## src/rtl/aesr_pkg.sv

```systemverilog
package aesr_pkg;

  // ==========================================================================
  // Register offsets (low byte of the per-port table page)
  localparam logic [7:0] AESR_OFF_ETYPE_LO  = 8'h09;
  localparam logic [7:0] AESR_OFF_PRIO_ACT  = 8'h0A;
  localparam logic [7:0] AESR_OFF_REMARK_MM = 8'h0B;
  localparam logic [7:0] AESR_OFF_SPARE     = 8'h0C;
  localparam logic [7:0] AESR_OFF_FWD_MAP   = 8'h0D;
  localparam logic [7:0] AESR_OFF_RULE_HI   = 8'h0E;
  localparam logic [7:0] AESR_OFF_RULE_LO   = 8'h0F;
  localparam logic [7:0] AESR_OFF_BSEL_HI   = 8'h10;
  localparam logic [7:0] AESR_OFF_BSEL_LO   = 8'h11;
  localparam logic [7:0] AESR_OFF_ACC_CTRL  = 8'h12;

  // ==========================================================================
  // Staging layout: this block holds staging bytes 9 to F
  localparam int         AESR_NSTAGE     = 7;
  localparam logic [3:0] AESR_FIRST_BYTE = 4'h9;
  localparam logic [7:0] AESR_BYTE_RST   = 8'h00;
  localparam logic [7:0] AESR_BSEL_RST   = 8'h00;
  localparam logic [3:0] AESR_IDX_RST    = 4'h0;

  // ==========================================================================
  // Field positions
  localparam int AESR_PRIO_SEL_HI   = 7;  // priority_action_select 7:6
  localparam int AESR_PRIO_SEL_LO   = 6;
  localparam int AESR_PRIO_HI       = 5;  // priority 5:3
  localparam int AESR_PRIO_LO       = 3;
  localparam int AESR_REMARK_EN_BIT = 2;  // remark_enable_bit
  localparam int AESR_REMARK_MSB_HI = 1;  // remark priority [2:1]
  localparam int AESR_REMARK_LSB    = 7;  // remark priority [0] in next byte
  localparam int AESR_MAP_SEL_HI    = 6;  // forward_map_select 6:5
  localparam int AESR_MAP_SEL_LO    = 5;
  localparam int AESR_FWD_MSB       = 6;  // forward map 6:0
  localparam int AESR_CTL_WR_DONE   = 6;
  localparam int AESR_CTL_RD_DONE   = 5;
  localparam int AESR_CTL_DIR       = 4;
  localparam int AESR_CTL_IDX_HI    = 3;

  // ==========================================================================
  // Block state
  typedef struct packed {
    logic [AESR_NSTAGE-1:0][7:0] stage;   // index 0 is staging byte 9
    logic [7:0]                  bsel_hi;
    logic [7:0]                  bsel_lo;
    logic [15:0]                 req_en;  // bit b enables staging byte b
    logic                        dir;     // 1 write, 0 read
    logic [3:0]                  idx;
    logic                        wr_done;
    logic                        rd_done;
    logic                        busy;
    logic [7:0]                  rdata;
  } aesr_state_s;

endpackage

```

## src/rtl/aesr_top.sv

```systemverilog
`timescale 1ns/100ps
`default_nettype none
// Summary of operation
// The action byte holds a remark enable at bit 2, a priority mode at 7:6 and a priority at 5:3.
// The 3-bit remark priority keeps its upper two bits at 1:0 of the action byte, its LSB at bit 7 of the next.
// A 7-bit forward map at bits 6:0 holds one bit per port, set to forward, clear to forbid.
// Forward map bit k stands for switch port k+1.
// High byte-select bit 0 selects staging byte 7, rising bits fall to byte 0 at bit 7.
// Low byte-select bit 0 selects staging byte F, rising bits fall to byte 8 at bit 7.
// A write of the low byte-select register starts a table transfer, so it is written last.
// Only staging bytes whose select bit is 1 move; the rest stay untouched.
// The read-complete flag drops while a table read runs and rises when it ends; software polls it.
// The write-complete flag is 0 while a table write is pending, 1 after, and resets to 1.
// Software sets direction and entry index before writing the low byte-select register.
module aesr_top
  import aesr_pkg::*;
(
  input  wire logic        CLK_SYS,
  input  wire logic        ARST_N,
  input  wire logic [7:0]  REG_ADDR,
  input  wire logic [7:0]  REG_WDATA,
  input  wire logic        REG_WR,
  input  wire logic        REG_RD,
  output logic      [7:0]  REG_RDATA,
  output logic             TBL_REQ,
  output logic             TBL_WR,
  output logic      [3:0]  TBL_IDX,
  output logic      [15:0] TBL_BYTE_EN,
  output logic      [55:0] TBL_WDATA,
  input  wire logic        TBL_DONE,
  input  wire logic [55:0] TBL_RDATA,
  output logic      [7:1]  FWD_PORT_MAP
);
  import aesr_pkg::*;

  // ==========================================================================
  // Reset release
  logic rst_meta_reg;
  logic rst_n_reg;

  // Release is synchronised so that no flop leaves reset on a split edge
  always_ff @(posedge CLK_SYS or negedge ARST_N) begin
    if (!ARST_N) begin
      rst_meta_reg <= 1'b0;
      rst_n_reg    <= 1'b0;
    end else begin
      rst_meta_reg <= 1'b1;
      rst_n_reg    <= rst_meta_reg;
    end
  end

  // ==========================================================================
  // Decoding helpers

  // Byte-select registers are listed highest byte first; turn them into byte order
  function automatic logic [15:0] sel_to_bytes(input logic [7:0] hi, input logic [7:0] lo);
    logic [15:0] cat;
    logic [15:0] res;
    cat = {hi, lo};
    res = 16'h0000;
    for (int b = 0; b < 16; b++) begin
      res[b] = cat[15-b];
    end
    return res;
  endfunction

  // True when the offset falls on a staging byte of this block
  function automatic logic is_stage(input logic [7:0] addr);
    return (addr >= AESR_OFF_ETYPE_LO) && (addr <= AESR_OFF_RULE_LO);
  endfunction

  // Control byte as software sees it; shared by the read path and its check
  function automatic logic [7:0] ctrl_byte(input aesr_state_s s);
    return {1'b0, s.wr_done, s.rd_done, s.dir, s.idx};
  endfunction

  // ==========================================================================
  // State
  aesr_state_s r_reg;
  aesr_state_s r_next;
  logic [2:0]  slot;
  logic        trig;
  logic        tbl_end;

  assign slot = 3'(REG_ADDR - AESR_OFF_ETYPE_LO);
  // Completion only counts while a request is out; stray pulses are ignored
  assign tbl_end = r_reg.busy && TBL_DONE;
  // A trigger while a transfer is pending is dropped; the table has one port
  assign trig = REG_WR && (REG_ADDR == AESR_OFF_BSEL_LO) && !r_reg.busy;

  // Next state: bus reads and writes, then table completion
  always_comb begin
    r_next       = r_reg;
    r_next.rdata = AESR_BYTE_RST;
    if (REG_RD) begin
      if (is_stage(REG_ADDR)) begin
        r_next.rdata = r_reg.stage[slot];
      end else if (REG_ADDR == AESR_OFF_BSEL_HI) begin
        r_next.rdata = r_reg.bsel_hi;
      end else if (REG_ADDR == AESR_OFF_BSEL_LO) begin
        r_next.rdata = r_reg.bsel_lo;
      end else if (REG_ADDR == AESR_OFF_ACC_CTRL) begin
        r_next.rdata = ctrl_byte(r_reg);
      end
    end
    if (REG_WR) begin
      if (is_stage(REG_ADDR)) begin
        r_next.stage[slot] = REG_WDATA;
      end else if (REG_ADDR == AESR_OFF_BSEL_HI) begin
        r_next.bsel_hi = REG_WDATA;
      end else if (REG_ADDR == AESR_OFF_BSEL_LO) begin
        r_next.bsel_lo = REG_WDATA;
      end else if (REG_ADDR == AESR_OFF_ACC_CTRL && !r_reg.busy) begin
        // Direction and index are frozen while a transfer runs
        r_next.dir = REG_WDATA[AESR_CTL_DIR];
        r_next.idx = REG_WDATA[AESR_CTL_IDX_HI:0];
      end
    end
    if (trig) begin
      r_next.busy   = 1'b1;
      r_next.req_en = sel_to_bytes(r_reg.bsel_hi, REG_WDATA);
      if (r_reg.dir) begin
        r_next.wr_done = 1'b0;
      end else begin
        r_next.rd_done = 1'b0;
      end
    end
    if (tbl_end) begin
      r_next.busy = 1'b0;
      if (r_reg.dir) begin
        r_next.wr_done = 1'b1;
      end else begin
        r_next.rd_done = 1'b1;
        // Table data wins over a bus write landing in the same cycle
        for (int k = 0; k < AESR_NSTAGE; k++) begin
          if (r_reg.req_en[k + AESR_FIRST_BYTE]) begin
            r_next.stage[k] = TBL_RDATA[k*8 +: 8];
          end
        end
      end
    end
  end

  // State register
  always_ff @(posedge CLK_SYS or negedge rst_n_reg) begin
    if (!rst_n_reg) begin
      r_reg.stage   <= {AESR_NSTAGE{AESR_BYTE_RST}};
      r_reg.bsel_hi <= AESR_BSEL_RST;
      r_reg.bsel_lo <= AESR_BSEL_RST;
      r_reg.req_en  <= {AESR_BSEL_RST, AESR_BSEL_RST};
      r_reg.dir     <= 1'b0;
      r_reg.idx     <= AESR_IDX_RST;
      r_reg.wr_done <= 1'b1;
      r_reg.rd_done <= 1'b1;
      r_reg.busy    <= 1'b0;
      r_reg.rdata   <= AESR_BYTE_RST;
    end else begin
      r_reg <= r_next;
    end
  end

  // ==========================================================================
  // Outputs, all taken from state flops
  assign REG_RDATA    = r_reg.rdata;
  assign TBL_REQ      = r_reg.busy;
  assign TBL_WR       = r_reg.dir;
  assign TBL_IDX      = r_reg.idx;
  assign TBL_BYTE_EN  = r_reg.req_en;
  assign TBL_WDATA    = r_reg.stage;   // Table writes only the enabled bytes
  assign FWD_PORT_MAP = r_reg.stage[AESR_OFF_FWD_MAP - AESR_OFF_ETYPE_LO][AESR_FWD_MSB:0];
endmodule // aesr_top
`default_nettype wire

```

## config.mk

```make
export PLATFORM = sky130hd
export DESIGN_NAME = aesr_top
export DESIGN_NICKNAME = d
export VERILOG_FILES = /design/src/rtl/aesr_pkg.sv /design/src/rtl/aesr_top.sv
export SDC_FILE = /design/constraint.sdc
export NUM_CORES = 1
export LEC_CHECK = 0
export BUFFER_PORTS_ARGS = -buffer_cell sky130_fd_sc_hd__buf_2
export CORE_MARGIN = 2
export CORE_UTILIZATION = 30
export DETAILED_ROUTE_END_ITERATION = 6
export PLACE_DENSITY_LB_ADDON = 0.08
export SYNTH_ARGS = -nofsm -noshare
export SYNTH_HDL_FRONTEND = slang
export SYNTH_SLANG_ARGS = --single-unit
```

## constraint.sdc

```tcl
create_clock -name CLK_SYS -period 4.25 [get_ports CLK_SYS]
set_clock_uncertainty 0.15 [all_clocks]
set_input_delay 0.85 -clock CLK_SYS [delete_from_list [all_inputs] [get_ports CLK_SYS]]
set_output_delay 0.85 -clock CLK_SYS [all_outputs]
set_load 0.01 [all_outputs]
```

==> impl_metrics.json <==
{
  "status": "finished clean",
  "setup_viol": 0,
  "ios": 170,
  "cp_slowest_stage_delay_ps": 800,
  "ys_types": 50,
  "clk_latency_ps": 360,
  "syn-num-nets": 671,
  "synthCells": 590,
  "hpwl_mm": 14.5,
  "regToRegStartpoint": "TBL_WR",
  "min_path_type": "flop to async pin",
  "cts_resized": 0,
  "start_util": 0.308,
  "track_usage": 0.183,
  "clk_path_buf_depth": 2,
  "start_kind": "input pin",
  "end_kind": "flop",
  "cp_slowest_cell": "xnor2_1",
  "firstDrtPassIters": 5,
  "drc": 0,
  "die_h_um": 146,
  "holdWs_ps": 59.8,
  "antenna_found_initial": 2,
  "coreArea_mm2": 0.0196,
  "ys_seq_elements": 106,
  "post_cts.repair.setup_buffers": 0,
  "cp.required_ps": 4320,
  "cp_top_family": "XOR/XNOR gates",
  "nets": 733,
  "wl_per_cell_um": 21.2,
  "grt_pass1_vias": 4729,
  "r2r_slack_ps": 2140,
  "cts.sinks": 106,
  "cts_root_buffer": "clkbuf_16",
  "htreeDepth": 3,
  "grt_max_degree": 45,
  "via_count": 4599,
  "via_per_inst": 4.99,
  "peakVddDrop_v": 0.000198,
  "synth.yosys.seq_area_share": 0.440,
  "path_cells": "buf_2 > inv_1 > ha_1 > xnor2_1 > nand4_1 > mux2i_1 > a21oi_1",
  "cp-startpoint": "REG_ADDR[0]",
  "row_count": 51,
  "timing.final.crit_share": 0.738,
  "crit_buf_inv": 2,
  "drive_gt1_frac": 0.384,
  "synth_edf_count": 0,
  "holdBufCountCts": 0,
  "grt_overflow": 0,
  "arrival_ps": 3210,
  "tritoncts": "built",
  "path_clk_slew_ps": 70,
  "avgSynthCellArea_um2": 10.2,
  "max_freq_ghz": 0.319,
  "setup_tns_ps": 0,
  "async_reset_ff_frac": 1.00,
  "first_iter_violations": 212,
  "syn_area_mm2": 0.00603,
  "grt_first_pass_wirelength_mm": 29.3,
  "drv_slew": 0,
  "slew_headroom": 0.301,
  "ant_nets": 0,
  "port_buffers": 169,
  "area_growth_pct": 11.7,
  "rsz0062_at_grt": "no",
  "dieArea_mm2": 0.0213,
  "largest_reg_flops": 49,
  "crit_fanout": 12,
  "finalCriticalPeriod_ps": 3140,
  "leakagePower_uw": 0.00355,
  "finalHoldViolations": 0,
  "cts_made_buffers": 9,
  "synth-main-ff-cell": "dfrtp_1",
  "totalWireLength_mm": 19.5,
  "final_core_util": 0.344,
  "n_antenna_cell": 0,
  "maxCapViolCount": 0,
  "die_width_um": 146,
  "critical_path_class": "input pin to flop",
  "tightest_slew_ps": 1040,
  "place_congestion": 0.845,
  "power_uw": 2260,
  "powerDensity_mw_per_mm2": 335,
  "yosys_warnings": 0
}
==> area by class of cell <==
cell class,instances,area [µm²]
multi-input combinational,354,2530
inverter,5,18.8
clock inverter,7,75.1
fill,2048,12900
clock buffer,9,225
tap,265,332
timing repair buffer,176,898
sequential,106,2660
==> final timing paths <==
path / depth (start not counted) / to
worst max-delay path: 7 / TBL_WDATA[2]
min in group CLK_SYS: 0 / rst_n_reg
max in group asynchronous: 1 / TBL_WDATA[8]
worst min-delay path: 0 / TBL_BYTE_EN[11]
worst max register to register: 4 / TBL_WDATA[42]
worst min register to register: 0 / TBL_BYTE_EN[11]
==> synthesized netlist by cell type (all sizes together) (3+ instances only) <==
master	n	share of area
dfrtp	104	0.43
o211a	5	0.0083
nor3	5	0.0050
nand4	4	0.0052
nand3	19	0.016
ha	4	0.0083
o21ai	12	0.010
inv	5	0.0031
a21oi	45	0.037
mux4	7	0.026
o32ai	5	0.0073
mux2i	34	0.056
a41oi	8	0.012
a221oi	12	0.017
nor2b	3	0.0031
a31oi	16	0.017
nand2	32	0.020
clkbuf	22	0.014
nand3b	3	0.0037
buf	103	0.12
nor2	66	0.041
a2111o	3	0.0056
mux2	44	0.082
==> power by group <==
| part | total (µW) | leakage, µW | internal [µW] | switching, µW |
|---|---|---|---|---|
| combinational | 293 | 0.00195 | 120 | 173 |
| sequential | 1100 | 0.00145 | 1050 | 50.6 |
| clock | 859 | 0.000138 | 460 | 399 |
==> logic make-up after synthesis <==
logic type / synth area share
AOI/OAI and AO/OA: 0.123
xor gates and xnor gates: 0.00290
adders and majority gates: 0.00830
buffers and inverters: 0.140
DFF: 0.440
muxes: 0.165
other: 0.000622
and+or+nand+nor: 0.120
==> cell usage in the layout (no fill, tap or decap), types with 3 or more instances in the layout <==
cell type / instances
a21oi_1: 45
a221oi_1: 12
inv_1: 5
buf_2: 169
mux2_2: 44
o211a_1: 5
nand4_1: 3
nand2_1: 32
clkbuf_16: 9
ha_1: 4
nand3b_1: 3
nor3_1: 4
dfrtp_1: 103
o21ai_0: 12
mux4_2: 7
o32ai_1: 5
a31oi_1: 16
nor2_1: 66
nand3_1: 19
nor2b_1: 3
a2111o_1: 3
buf_4: 7
a41oi_1: 8
mux2i_1: 34
clkinvlp_4: 3
==> per-layer routing <==
layer	global-route usage	wire length, µm	part of all wire	vias up
met3	0.0448	1140	0.058	28
met1	0.245	8770	0.45	2263
li1	-	-	-	2139
met5	0	27	0.0014	-
met2	0.294	9260	0.47	165
met4	0.0534	343	0.018	4
==> stage by stage <==
| stage | area (µm²) | std cells | worst slack, ps |
|---|---|---|---|
| 6_report | 6740 | 922 | 1110 |
| 5_1_grt | 6740 | 922 | 864 |
| 4_1_cts | 6740 | 922 | 1050 |
| 3_5_place_dp | 6440 | 906 | 711 |
| 3_3_place_gp | 6440 | 906 | 818 |
| 2_1_floorplan | 6030 | 590 | 764 |
No activity file was read; power rests on OpenSTA's default activity.
